<file path="config.mk">
export PLATFORM = sky130hd
export DESIGN_NAME = acs_top
export DESIGN_NICKNAME = d
export VERILOG_FILES = /design/src/logic/acs_pkg.sv /design/src/logic/acs_sync.sv /design/src/logic/acs_sar.sv /design/src/logic/acs_top.sv
export SDC_FILE = /design/constraint.sdc
export NUM_CORES = 1
export LEC_CHECK = 0
export BUFFER_PORTS_ARGS = -buffer_cell sky130_fd_sc_hd__buf_2
export CORE_MARGIN = 4
export CORE_UTILIZATION = 50
export CTS_CLUSTER_DIAMETER = 100
export CTS_CLUSTER_SIZE = 12
export DETAILED_ROUTE_END_ITERATION = 10
export GPL_TIMING_DRIVEN = 0
export HOLD_SLACK_MARGIN = 0.15
export PLACE_DENSITY = 0.77
export SYNTH_ARGS = -nofsm -noshare
export SYNTH_HDL_FRONTEND = slang
export SYNTH_SLANG_ARGS = --single-unit
</file>
<file path="constraint.sdc">
create_clock -name mclk -period 3.15 [get_ports mclk]
set_input_delay 0.4725 -clock mclk [delete_from_list [all_inputs] [get_ports mclk]]
set_output_delay 0.4725 -clock mclk [all_outputs]
set_load 0.1 [all_outputs]
</file>
<file path="src/logic/acs_pkg.sv">
// Constants for the conversion sequencer: map, fields, resets, states.
// Assumes a 32-bit Avalon-MM slave port with byte addresses.
package acs_pkg;
  // ---------------------------------------------------------------
  // Register byte offsets
  // ---------------------------------------------------------------
  localparam int          ADDR_W = 5;
  localparam logic [4:0]  A_SC1  = 5'h00;
  localparam logic [4:0]  A_SC2  = 5'h04;
  localparam logic [4:0]  A_RESH = 5'h08;
  localparam logic [4:0]  A_RESL = 5'h0c;
  localparam logic [4:0]  A_CVH  = 5'h10;
  localparam logic [4:0]  A_CVL  = 5'h14;
  localparam logic [4:0]  A_CFG  = 5'h18;
  // ---------------------------------------------------------------
  // Field positions
  // ---------------------------------------------------------------
  localparam int SC1_DONE = 7;
  localparam int SC1_IEN  = 6;
  localparam int SC1_CONT = 5;
  localparam int SC2_ACT  = 7;
  localparam int SC2_TRG  = 6;
  localparam int SC2_CFE  = 5;
  localparam int SC2_CGE  = 4;
  localparam int CFG_MODE = 2;
  // ---------------------------------------------------------------
  // Codes and reset values
  // ---------------------------------------------------------------
  localparam logic [4:0] CH_OFF    = 5'h1f;
  localparam logic [4:0] CH_RST    = 5'h1f;
  localparam logic [1:0] CLK_BUS   = 2'h0;
  localparam logic [1:0] CLK_HALF  = 2'h1;
  localparam logic [1:0] CLK_ALT   = 2'h2;
  localparam logic [1:0] CLK_ASYNC = 2'h3;
  localparam logic [1:0] MODE_8    = 2'h0;
  localparam logic [1:0] MODE_12   = 2'h1;
  localparam logic [1:0] MODE_10   = 2'h2;
  localparam logic [3:0] CFG_RST   = 4'h0;
  localparam int         RES_W     = 12;
  typedef enum logic [2:0] {
    ST_IDLE = 3'b001,
    ST_ARM  = 3'b010,
    ST_CONV = 3'b100
  } acs_state_t;
endpackage

</file>
<file path="src/logic/acs_sync.sv">
// Three-stage input synchroniser with agreement filter and rise pulse.
// Assumes inputs are asynchronous to mclk.
module acs_sync #(
  parameter int W = 3
) (
  input  wire logic         mclk,
  input  wire logic         nrst,
  input  wire logic [W-1:0] din,
  output logic      [W-1:0] level,
  output logic      [W-1:0] rise
);
  logic [W-1:0] s1_ff, s2_ff, s3_ff, lvl_ff, rise_ff;
  logic [W-1:0] nxt_lvl, nxt_rise;

  // ---------------------------------------------------------------
  // Filter: only the second and third stages are compared
  // ---------------------------------------------------------------
  always_comb begin
    nxt_lvl  = lvl_ff;
    nxt_rise = '0;
    for (int i = 0; i < W; i++) begin
      if (s2_ff[i] == s3_ff[i]) begin
        nxt_lvl[i] = s3_ff[i];
      end
      nxt_rise[i] = nxt_lvl[i] & ~lvl_ff[i];
    end
  end

  always_ff @(posedge mclk or negedge nrst) begin
    if (!nrst) begin
      s1_ff   <= '0;
      s2_ff   <= '0;
      s3_ff   <= '0;
      lvl_ff  <= '0;
      rise_ff <= '0;
    end else begin
      s1_ff   <= din;
      s2_ff   <= s1_ff;
      s3_ff   <= s2_ff;
      lvl_ff  <= nxt_lvl;
      rise_ff <= nxt_rise;
    end
  end

  assign level = lvl_ff;
  assign rise  = rise_ff;
endmodule // acs_sync

</file>
<file path="src/logic/acs_sar.sv">
// Successive approximation register: one bit decided per tick.
// Assumes cmp_in is the analog comparator, valid one tick after code.
module acs_sar #(
  parameter int BITS = 12
) (
  input  wire logic            mclk,
  input  wire logic            nrst,
  input  wire logic            start,
  input  wire logic            abort,
  input  wire logic            tick,
  input  wire logic            cmp_in,
  output logic      [BITS-1:0] code,
  output logic                 busy,
  output logic                 done
);
  localparam int BW = $clog2(BITS);
  localparam logic [BW-1:0] TOP = BW'(BITS - 1);

  logic [BITS-1:0] code_ff, nxt_code;
  logic [BW-1:0]   bit_ff, nxt_bit;
  logic            busy_ff, nxt_busy, done_ff, nxt_done;

  always_comb begin
    nxt_code = code_ff;
    nxt_bit  = bit_ff;
    nxt_busy = busy_ff;
    nxt_done = 1'b0;
    // A restart beats an abort in the same cycle
    if (start) begin
      nxt_code      = '0;
      nxt_code[TOP] = 1'b1;
      nxt_bit       = TOP;
      nxt_busy      = 1'b1;
    end else if (abort) begin
      nxt_busy = 1'b0;
    end else if (busy_ff && tick) begin
      nxt_code[bit_ff] = cmp_in;
      if (bit_ff == '0) begin
        nxt_busy = 1'b0;
        nxt_done = 1'b1;
      end else begin
        nxt_code[bit_ff - 1'b1] = 1'b1;
        nxt_bit = bit_ff - 1'b1;
      end
    end
  end

  always_ff @(posedge mclk or negedge nrst) begin
    if (!nrst) begin
      code_ff <= '0;
      bit_ff  <= '0;
      busy_ff <= 1'b0;
      done_ff <= 1'b0;
    end else begin
      code_ff <= nxt_code;
      bit_ff  <= nxt_bit;
      busy_ff <= nxt_busy;
      done_ff <= nxt_done;
    end
  end

  assign code = code_ff;
  assign busy = busy_ff;
  assign done = done_ff;
endmodule // acs_sar

</file>
<file path="src/logic/acs_top.sv">
// Conversion sequencer: registers, trigger, clock select, flags.
// Assumes an Avalon-MM master on mclk and an analog SAR comparator.
//
// Implementation choices: the Avalon-MM interface to the registers and the register addresses.

module acs_top (
  input  wire logic        mclk,
  input  wire logic        nrst,
  input  wire logic [4:0]  avs_address,
  input  wire logic        avs_read,
  input  wire logic        avs_write,
  input  wire logic [31:0] avs_writedata,
  output logic      [31:0] avs_readdata,
  output logic             avs_waitrequest,
  input  wire logic        hw_conv_trigger,
  input  wire logic        local_async_clock,
  input  wire logic        alternate_clock,
  input  wire logic        cmp_in,
  output logic      [11:0] sar_code,
  output logic      [4:0]  channel_out,
  output logic             conv_power,
  output logic             conv_irq
);
  // ---------------------------------------------------------------
  // State
  // ---------------------------------------------------------------
  logic        wait_ff, nxt_wait;
  logic [31:0] rdata_ff, nxt_rdata;
  logic        ien_ff, nxt_ien, cont_ff, nxt_cont;
  logic [4:0]  ch_ff, nxt_ch;
  logic        done_ff, nxt_done;
  logic        trg_ff, nxt_trg, cfe_ff, nxt_cfe, cge_ff, nxt_cge;
  logic [11:0] cv_ff, nxt_cv, res_ff, nxt_res;
  logic [3:0]  cfg_ff, nxt_cfg;
  logic        irq_ff, nxt_irq, pwr_ff, nxt_pwr, half_ff;
  acs_pkg::acs_state_t state_ff, nxt_state;

  logic        acc, wr, rd, wr_sc1, start, cmp_ok, tick;
  logic [2:0]  s_lvl, s_rise;
  logic [11:0] raw, fmt, cvm;
  logic [1:0]  mode;
  logic        sar_busy, sar_done;

  // ---------------------------------------------------------------
  // Input synchronisers and SAR engine
  // ---------------------------------------------------------------
  acs_sync #(.W(3)) u_sync (
    .mclk  (mclk),
    .nrst  (nrst),
    .din   ({alternate_clock, local_async_clock, hw_conv_trigger}),
    .level (s_lvl),
    .rise  (s_rise)
  );

  acs_sar #(.BITS(acs_pkg::RES_W)) u_sar (
    .mclk   (mclk),
    .nrst   (nrst),
    .start  (start),
    .abort  (wr_sc1),
    .tick   (tick),
    .cmp_in (cmp_in),
    .code   (raw),
    .busy   (sar_busy),
    .done   (sar_done)
  );

  // ---------------------------------------------------------------
  // Conversion clock select
  // ---------------------------------------------------------------
  // External clocks are sampled, so they must run below mclk / 4
  always_comb begin
    case (cfg_ff[1:0])
      acs_pkg::CLK_BUS:  tick = 1'b1;
      acs_pkg::CLK_HALF: tick = half_ff;
      acs_pkg::CLK_ALT:  tick = s_rise[2];
      default:           tick = s_rise[1];
    endcase
  end

  // ---------------------------------------------------------------
  // Result format and compare
  // ---------------------------------------------------------------
  always_comb begin
    mode = cfg_ff[acs_pkg::CFG_MODE +: 2];
    case (mode)
      acs_pkg::MODE_12: begin
        fmt = raw;
        cvm = cv_ff;
      end
      acs_pkg::MODE_10: begin
        fmt = {2'h0, raw[11:2]};
        cvm = {2'h0, cv_ff[9:0]};
      end
      default: begin
        fmt = {4'h0, raw[11:4]};
        cvm = {4'h0, cv_ff[7:0]};
      end
    endcase
    cmp_ok = !cfe_ff || (cge_ff ? (fmt >= cvm) : (fmt < cvm));
  end

  // ---------------------------------------------------------------
  // Bus slave and registers
  // ---------------------------------------------------------------
  always_comb begin
    acc      = (avs_read || avs_write) && wait_ff;
    wr       = acc && avs_write;
    rd       = acc && avs_read && !avs_write;
    wr_sc1   = wr && (avs_address == acs_pkg::A_SC1);
    nxt_wait = !acc;
    nxt_rdata = rdata_ff;
    nxt_ien  = ien_ff;
    nxt_cont = cont_ff;
    nxt_ch   = ch_ff;
    nxt_trg  = trg_ff;
    nxt_cfe  = cfe_ff;
    nxt_cge  = cge_ff;
    nxt_cv   = cv_ff;
    nxt_cfg  = cfg_ff;
    nxt_res  = res_ff;
    nxt_done = done_ff;
    if (rd) begin
      nxt_rdata = 32'h0;
      if (avs_address == acs_pkg::A_SC1) begin
        nxt_rdata[7:0] = {done_ff, ien_ff, cont_ff, ch_ff};
      end else if (avs_address == acs_pkg::A_SC2) begin
        nxt_rdata[acs_pkg::SC2_ACT] = (state_ff == acs_pkg::ST_CONV);
        nxt_rdata[acs_pkg::SC2_TRG] = trg_ff;
        nxt_rdata[acs_pkg::SC2_CFE] = cfe_ff;
        nxt_rdata[acs_pkg::SC2_CGE] = cge_ff;
      end else if (avs_address == acs_pkg::A_RESH) begin
        nxt_rdata[3:0] = res_ff[11:8];
      end else if (avs_address == acs_pkg::A_RESL) begin
        nxt_rdata[7:0] = res_ff[7:0];
        nxt_done = 1'b0;
      end else if (avs_address == acs_pkg::A_CVH) begin
        nxt_rdata[3:0] = cv_ff[11:8];
      end else if (avs_address == acs_pkg::A_CVL) begin
        nxt_rdata[7:0] = cv_ff[7:0];
      end else if (avs_address == acs_pkg::A_CFG) begin
        nxt_rdata[3:0] = cfg_ff;
      end
    end
    if (wr_sc1) begin
      nxt_ien  = avs_writedata[acs_pkg::SC1_IEN];
      nxt_cont = avs_writedata[acs_pkg::SC1_CONT];
      nxt_ch   = avs_writedata[4:0];
      nxt_done = 1'b0;
    end else if (wr && avs_address == acs_pkg::A_SC2) begin
      nxt_trg = avs_writedata[acs_pkg::SC2_TRG];
      nxt_cfe = avs_writedata[acs_pkg::SC2_CFE];
      nxt_cge = avs_writedata[acs_pkg::SC2_CGE];
    end else if (wr && avs_address == acs_pkg::A_CVH) begin
      nxt_cv[11:8] = avs_writedata[3:0];
    end else if (wr && avs_address == acs_pkg::A_CVL) begin
      nxt_cv[7:0] = avs_writedata[7:0];
    end else if (wr && avs_address == acs_pkg::A_CFG) begin
      nxt_cfg = avs_writedata[3:0];
    end
    // A finishing conversion wins over a clear in the same cycle
    if (sar_done && cmp_ok) begin
      nxt_done = 1'b1;
      nxt_res  = fmt;
    end
    nxt_irq = nxt_done && nxt_ien;
  end

  // ---------------------------------------------------------------
  // Sequencer
  // ---------------------------------------------------------------
  always_comb begin
    nxt_state = state_ff;
    start     = 1'b0;
    if (wr_sc1) begin
      if (avs_writedata[4:0] == acs_pkg::CH_OFF) begin
        nxt_state = acs_pkg::ST_IDLE;
      end else if (trg_ff) begin
        nxt_state = acs_pkg::ST_ARM;
      end else begin
        start     = 1'b1;
        nxt_state = acs_pkg::ST_CONV;
      end
    end else begin
      case (state_ff)
        acs_pkg::ST_ARM: begin
          // Trigger is never gated by low-power state
          if (!trg_ff) begin
            nxt_state = acs_pkg::ST_IDLE;
          end else if (s_rise[0]) begin
            start     = 1'b1;
            nxt_state = acs_pkg::ST_CONV;
          end
        end
        acs_pkg::ST_CONV: begin
          if (sar_done) begin
            if (cont_ff) begin
              start = 1'b1;
            end else if (trg_ff) begin
              nxt_state = acs_pkg::ST_ARM;
            end else begin
              nxt_state = acs_pkg::ST_IDLE;
            end
          end
        end
        default: nxt_state = acs_pkg::ST_IDLE;
      endcase
    end
    nxt_pwr = (nxt_state == acs_pkg::ST_CONV);
  end

  // ---------------------------------------------------------------
  // Registers
  // ---------------------------------------------------------------
  always_ff @(posedge mclk or negedge nrst) begin
    if (!nrst) begin
      wait_ff  <= 1'b1;
      rdata_ff <= 32'h0;
      ien_ff   <= 1'b0;
      cont_ff  <= 1'b0;
      ch_ff    <= acs_pkg::CH_RST;
      done_ff  <= 1'b0;
      trg_ff   <= 1'b0;
      cfe_ff   <= 1'b0;
      cge_ff   <= 1'b0;
      cv_ff    <= 12'h0;
      cfg_ff   <= acs_pkg::CFG_RST;
      res_ff   <= 12'h0;
      irq_ff   <= 1'b0;
      pwr_ff   <= 1'b0;
      half_ff  <= 1'b0;
      state_ff <= acs_pkg::ST_IDLE;
    end else begin
      wait_ff  <= nxt_wait;
      rdata_ff <= nxt_rdata;
      ien_ff   <= nxt_ien;
      cont_ff  <= nxt_cont;
      ch_ff    <= nxt_ch;
      done_ff  <= nxt_done;
      trg_ff   <= nxt_trg;
      cfe_ff   <= nxt_cfe;
      cge_ff   <= nxt_cge;
      cv_ff    <= nxt_cv;
      cfg_ff   <= nxt_cfg;
      res_ff   <= nxt_res;
      irq_ff   <= nxt_irq;
      pwr_ff   <= nxt_pwr;
      half_ff  <= !half_ff;
      state_ff <= nxt_state;
    end
  end

  assign avs_readdata    = rdata_ff;
  assign avs_waitrequest = wait_ff;
  assign sar_code        = raw;
  assign channel_out     = ch_ff;
  assign conv_power      = pwr_ff;
  assign conv_irq        = irq_ff;
endmodule // acs_top

</file>
# --- Yosys cells after proc, flatten, opt, wreduce, memory -nomap -nowiden ---
# Cells that the tools add are included.
word_totals:
  ff_bits: 87
  latchBits: 0
  ramBits: 0
  mem_bits_ro: 0
  input_bits: 45
  out_inout_bits: 52
  memories: 0
op_classes:
  n_addsub: 1
  multipliers: 0
  n_div: 0
  n_lt_le_gt_ge: 6
  n_eq_ne: 19
  n_shift: 0
  muxes: 64
  bitwise: 11
  n_reduce_logical: 33
ops:
  columns: ["cell", "n"]
  rows:
  - ["$mux 4", 13]
  - ["$mux 12", 4]
  - ["$pmux 12 s2", 2]
  - ["$mux 1", 29]
  - ["$mux 3", 7]
  - ["$eq 5x5->1 const B", 4]
  - ["$mux 8", 2]
  - ["$logic_and 1x1->1", 14]
  - ["$bwmux 12", 1]
  - ["$ge 12x12->1", 1]
  - ["$lt 12x12->1", 1]
  - ["$or 12x12->12", 1]
  - ["$eq 5x4->1 const B", 2]
  - ["$lt 4x5->1 const B", 2]
  - ["$demux 1 s4", 2]
  - ["$ge 4x1->1 const B", 2]
  - ["$not 1->1", 7]
  - ["$eq 3x3->1 const B", 2]
  - ["$pmux 3 s2", 1]
  - ["$reduce_and 2->1", 3]
  - ["$reduce_and 3->1", 2]
  - ["$reduce_bool 3->1", 2]
  - ["$eq 5x3->1 const B", 1]
  - ["$logic_not 5->1", 1]
  - ["17 further kinds", 28]

# --- Depth between registers and ports, before layout ---
logic_depth:
  word_depth: 10
  depth_mapped: 14

# --- By module ---
# From an unflattened synthesis, not the netlist that was laid out.
hier_totals:
  cells_unflattened: 487
  area_unflattened_um2: 4949.7
by_module_without_submodules:
  columns: ["module", "n_inst", "cells_each", "area_each_um2", "seq_area_each_um2"]
  rows:
  - ["acs_top", 1, 331, 3251.9, 1360.1]
  - ["acs_sar", 1, 135, 1258.7, 450.4]
  - ["acs_sync", 1, 21, 439.2, 375.4]

# --- Worst setup path before layout ---
# No wires, ideal clock.
synth_path:
  kind: "reg2reg"
  from: "register cfg_ff[2]"
  to: "register res_ff[10]"
  setup_time_ps: 125
  arrival_ps: 3052
  required_ps: 3025
  setup_slack_ps: -27
  stages_incl_launch_ff: 15
  n_path_buf: 3
  period_less_slack_ps: 3177
  cell_sequence: "dfrtp_1 > inv_1 > ha_1 > clkbuf_1 > clkbuf_1 > nand2_1 > o21ai_0 > ha_1 > nor2b_1 > o211ai_1 > a21o_1 > a21oi_1 > nor3b_2 > buf_2 > mux2_2"
synth_between:
  elab_chain_len: 6
  word_cells_on_any_way: 9
synth_rtl:
  columns: ["item", "line_no", "text"]
  rows:
  - ["from (decl)", "acs_top.sv:34", "logic [3:0] cfg_ff, nxt_cfg;"]
  - ["from (signal assigned)", "acs_top.sv:226", "cfg_ff <= acs_pkg::CFG_RST;"]
  - ["from (signal assigned)", "acs_top.sv:243", "cfg_ff <= nxt_cfg;"]
  - ["$eq 2x2->1 / $eq 2x1->1 (equally long branches)", "acs_top.sv:85", "case (mode)"]
  - ["$pmux 12 s2 (*)", "acs_top.sv:85", null]
  - ["via fmt[1]", "acs_top.sv:40", "logic [11:0] raw, fmt, cvm;"]
  - ["$lt 12x12->1 / $ge 12x12->1 (equally long branches)", "acs_top.sv:99", "cmp_ok = !cfe_ff || (cge_ff ? (fmt >= cvm) : (fmt < cvm));"]
  - ["$mux 1 (*)", "acs_top.sv:99", null]
  - ["$logic_or 1x1->1 (*)", "acs_top.sv:99", null]
  - ["$logic_and 1x1->1 (*)", "acs_top.sv:161", "if (sar_done && cmp_ok) begin"]
  - ["to (signal assigned)", "acs_top.sv:244", "res_ff <= nxt_res;"]
  - ["to (decl)", "acs_top.sv:33", "logic [11:0] cv_ff, nxt_cv, res_ff, nxt_res;"]
# Mark *: on every way through the listed nets, which the timed path passes. The rest lies on a longest branch.
# A chain may end at the register's enable or synchronous reset.

# --- Worst setup path in the final report ---
layout_path:
  from: "register cfg_ff[2]"
  to: "register res_ff[10]"
layout_between:
  elab_chain_len: 6
  word_cells_on_any_way: 9
layout_rtl:
  columns: ["item", "line_no"]
  rows:
  - ["$eq 2x2->1 / $eq 2x1->1 (equally long branches)", "acs_top.sv:85"]
  - ["$pmux 12 s2", "acs_top.sv:85"]
  - ["$lt 12x12->1 / $ge 12x12->1 (equally long branches)", "acs_top.sv:99"]
  - ["$mux 1", "acs_top.sv:99"]
  - ["$logic_or 1x1->1", "acs_top.sv:99"]
  - ["$logic_and 1x1->1", "acs_top.sv:161"]
# Parallel ways exist; a longest one is shown, timed or not.

==> metrics.txt <==
status finished clean; largest net degree at the start of global routing 59; met1 usage between 20 and 30%; fmax approximately 0.33 GHz; Synth area leaders dfrtp_1 (42%), mux2_2 (7.7%), nand2_1 (5.8%); Worst Path Arrival ~3300 ps; iteration count of the initial detailed-routing pass 4; Worst-path clk slew about 90 ps; Slew Limit Fails 0; min Tclk post-route 3070 ps; Syn Area/Cell around 9.8 µm²; Hold Crit Class in -> reg; vias in the first global route between 3000 and 4000; Slew HR about two fifths; Crit Path Max Fanout 10; die area about 0.011 mm²; chip width about 110 µm; setup_tns 0 ps; Post-synth ARST share 100%; EDFF count, synth 0; CTS tree done; post-synthesis cell count 491; First DRT Iteration DRCs approximately 140; Seq/Total Area, Yosys ~46%; layer with the highest usage met2; post-route design area around 0.0057 mm²; FP Rows 35; wire length per cell roughly 16 µm; required time worst endpoint between 3000 and 4000 ps; #FFs+latches synth just under 90; Post-Route WL around 11 mm; delay-heaviest family, CP simple AND/OR/NAND/NOR gates; clock root buffer clkbuf_8; worst setup margin ~83 ps; Synth Cell Area 0.00480 mm²; H-Tree Depth 3; GRT overflow 0; period utilisation layout 97.4%; total CTS buffers 9; Worst VDD drop between 0.0008 and 0.0009 V; Fin Clk Skew around 8.6 ps; layout cells sized above 1 29.1%; worst path cell trace inv_2, ha_4, buf_6, clkbuf_8, nor2_2, nand2_1, ha_1, and4_4, nand2_1, a31oi_1, and4b_1, nor3b_4, buf_6, mux2_2; Top FF cell, synth dfrtp_1; RePlAce Congestion slightly above 0.9; # clock sinks a little under 90; CP bufs+invs 4; library cells used by synthesis 59; Cell Area, Placed around 0.0053 mm²; initial antenna violation count 0; area grow syn2layout 18.6%; met2 Track Usage GR 33.1%; met3 track utilization from global routing 4.07%; P_leak ~2.6 nW; worst skew pair latency between 300 and 400 ps; I/O Pins 97; crit start category flop; first-pass GRT wire length 18.7 mm; slowest CP cell dfrtp_1; chip height roughly 110 µm; largest area contributor in the netlist dfrtp_1; pre-CTS setup slack -492 ps; vias post-DR between 3000 and 4000; Antenna Cells 0; post-route DRC violation count 0; CP Class reg -> reg; aggregate global-route resource usage 20.8%; Power per Cell Area between 800 and 900 mW/mm²; Ys Warns 0; antenna-violating nets left 0; via density per instance roughly 5.5; Port Buffers 48; Crit path largest cell delay 410 ps; commonest cells after routing, fill and taps aside dfrtp_1 (80), nand2_1 (74), buf_2 (48); Cell Count, Final, Fillers Out between 700 and 800; worst-margin pin slew 877 ps; Nets 643; Placed Instances between 600 and 700; commonest non-fill, non-tap cell in the layout dfrtp_1; Final Hold Viols 0; Synth top area share 41.7%; CTS max path bufs 2; CP Capture Type flop; Max Cap Viol 0; hpwl dp 8.36 mm; endpoints failing setup 0; core area ~0.0093 mm²; Initial Utilization just over 50%
[Yosys cell counts, drive strengths merged, types with 2 or more instances]
| library cell | instances |
|---|---|
| nor3 | 12 |
| a22oi | 17 |
| ha | 18 |
| xnor2 | 3 |
| nand3 | 9 |
| and2 | 3 |
| nand2b | 9 |
| nand3b | 2 |
| a221oi | 4 |
| a21oi | 28 |
| inv | 15 |
| nor2b | 8 |
| a22o | 4 |
| dfstp | 7 |
| or3 | 2 |
| o22ai | 2 |
| a311oi | 4 |
| nor2 | 28 |
| clkbuf | 16 |
| o21ai | 31 |
| a211oi | 2 |
| maj3 | 3 |
| mux2 | 33 |
| nand2 | 75 |
| a31oi | 6 |
| a32o | 2 |
| dfrtp | 80 |
| nor3b | 3 |
| buf | 30 |
| nand4 | 2 |
| and3 | 6 |
| nor4 | 3 |
| mux2i | 3 |
| and4 | 2 |
| a211o | 4 |
[cells by family (layout without fill, tap and decap cells)]
family                   Yosys count  in the layout  synth area share [%]
XOR/XNOR                           3              3                 0.548
AO/OA/AOI/OAI                    113            113                  15.3
adder cells (fa/ha/maj)           21             21                  5.32
other                              1             24                0.0781
buffers and inverters             61            132                  7.17
AND/OR/NAND/NOR                  169            169                  17.7
flip-flops                        87             87                  45.5
multiplexers                      36             36                  8.37
[worst paths after layout]
check,startpoint,to,slack [ps],cells after the start
worst min register to register,u_sync.s1_ff[2],u_sync.s2_ff[2],350,0
min in group asynchronous,nrst,cv_ff[9],580,2
max in group asynchronous,nrst,state_ff[0],1910,3
worst max register to register,cfg_ff[2],res_ff[10],80,14
worst min-delay path,local_async_clock,u_sync.s1_ff[1],220,1
worst max-delay path,cfg_ff[2],res_ff[10],80,14
[what timing repair did]
action,in CTS,in global routing
gates cloned,1,0
setup buffers,3,1
pin swaps,2,3
endpoints found under the hold margin,23,0
setup endpoints to repair,14,12
gates resized for setup,20,19
hold buffers,1,0
[through the flow]
step	power, mW	utilization [%]	hold WS (ps)
after floorplan	3.33	-	177
after global placement	3.76	57.0	333
after detailed placement	3.81	57.3	335
after CTS	4.73	60.6	205
after global routing	5.06	61.3	204
final	4.79	61.3	221
[state kept, by name (all words and copies together), names as in the netlist, 4 cells and up]
| signal | cells |
|---|---|
| avs_readdata | 8 |
| u_sar.code | 12 |
| cfg_ff | 4 |
| res_ff | 12 |
| channel_out | 5 |
| cv_ff | 12 |
| u_sar.bit_ff | 4 |
[power breakdown]
part / total [mW] / switching, mW / internal (mW)
combinational: 2.29 / 1.65 / 0.641
clock: 0.872 / 0.417 / 0.454
sequential: 1.63 / 0.270 / 1.36
[area by class of cell]
type | count | area (µm²)
Inverter | 15 | 56.3
Fill cell | 780 | 3590
Clock buffer | 10 | 128
Clock inverter | 6 | 93.8
Multi-Input combinational cell | 366 | 2420
Timing Repair Buffer | 55 | 325
Tap cell | 129 | 161
Sequential cell | 87 | 2190
Buffer | 46 | 320
[per-layer routing]
metal,up-vias,wire length (µm)
met1,1848,4820
met2,151,5350
met4,0,412
li1,1878,-
met3,29,802
met5,-,0
No activity file was read; power rests on OpenSTA's default activity.
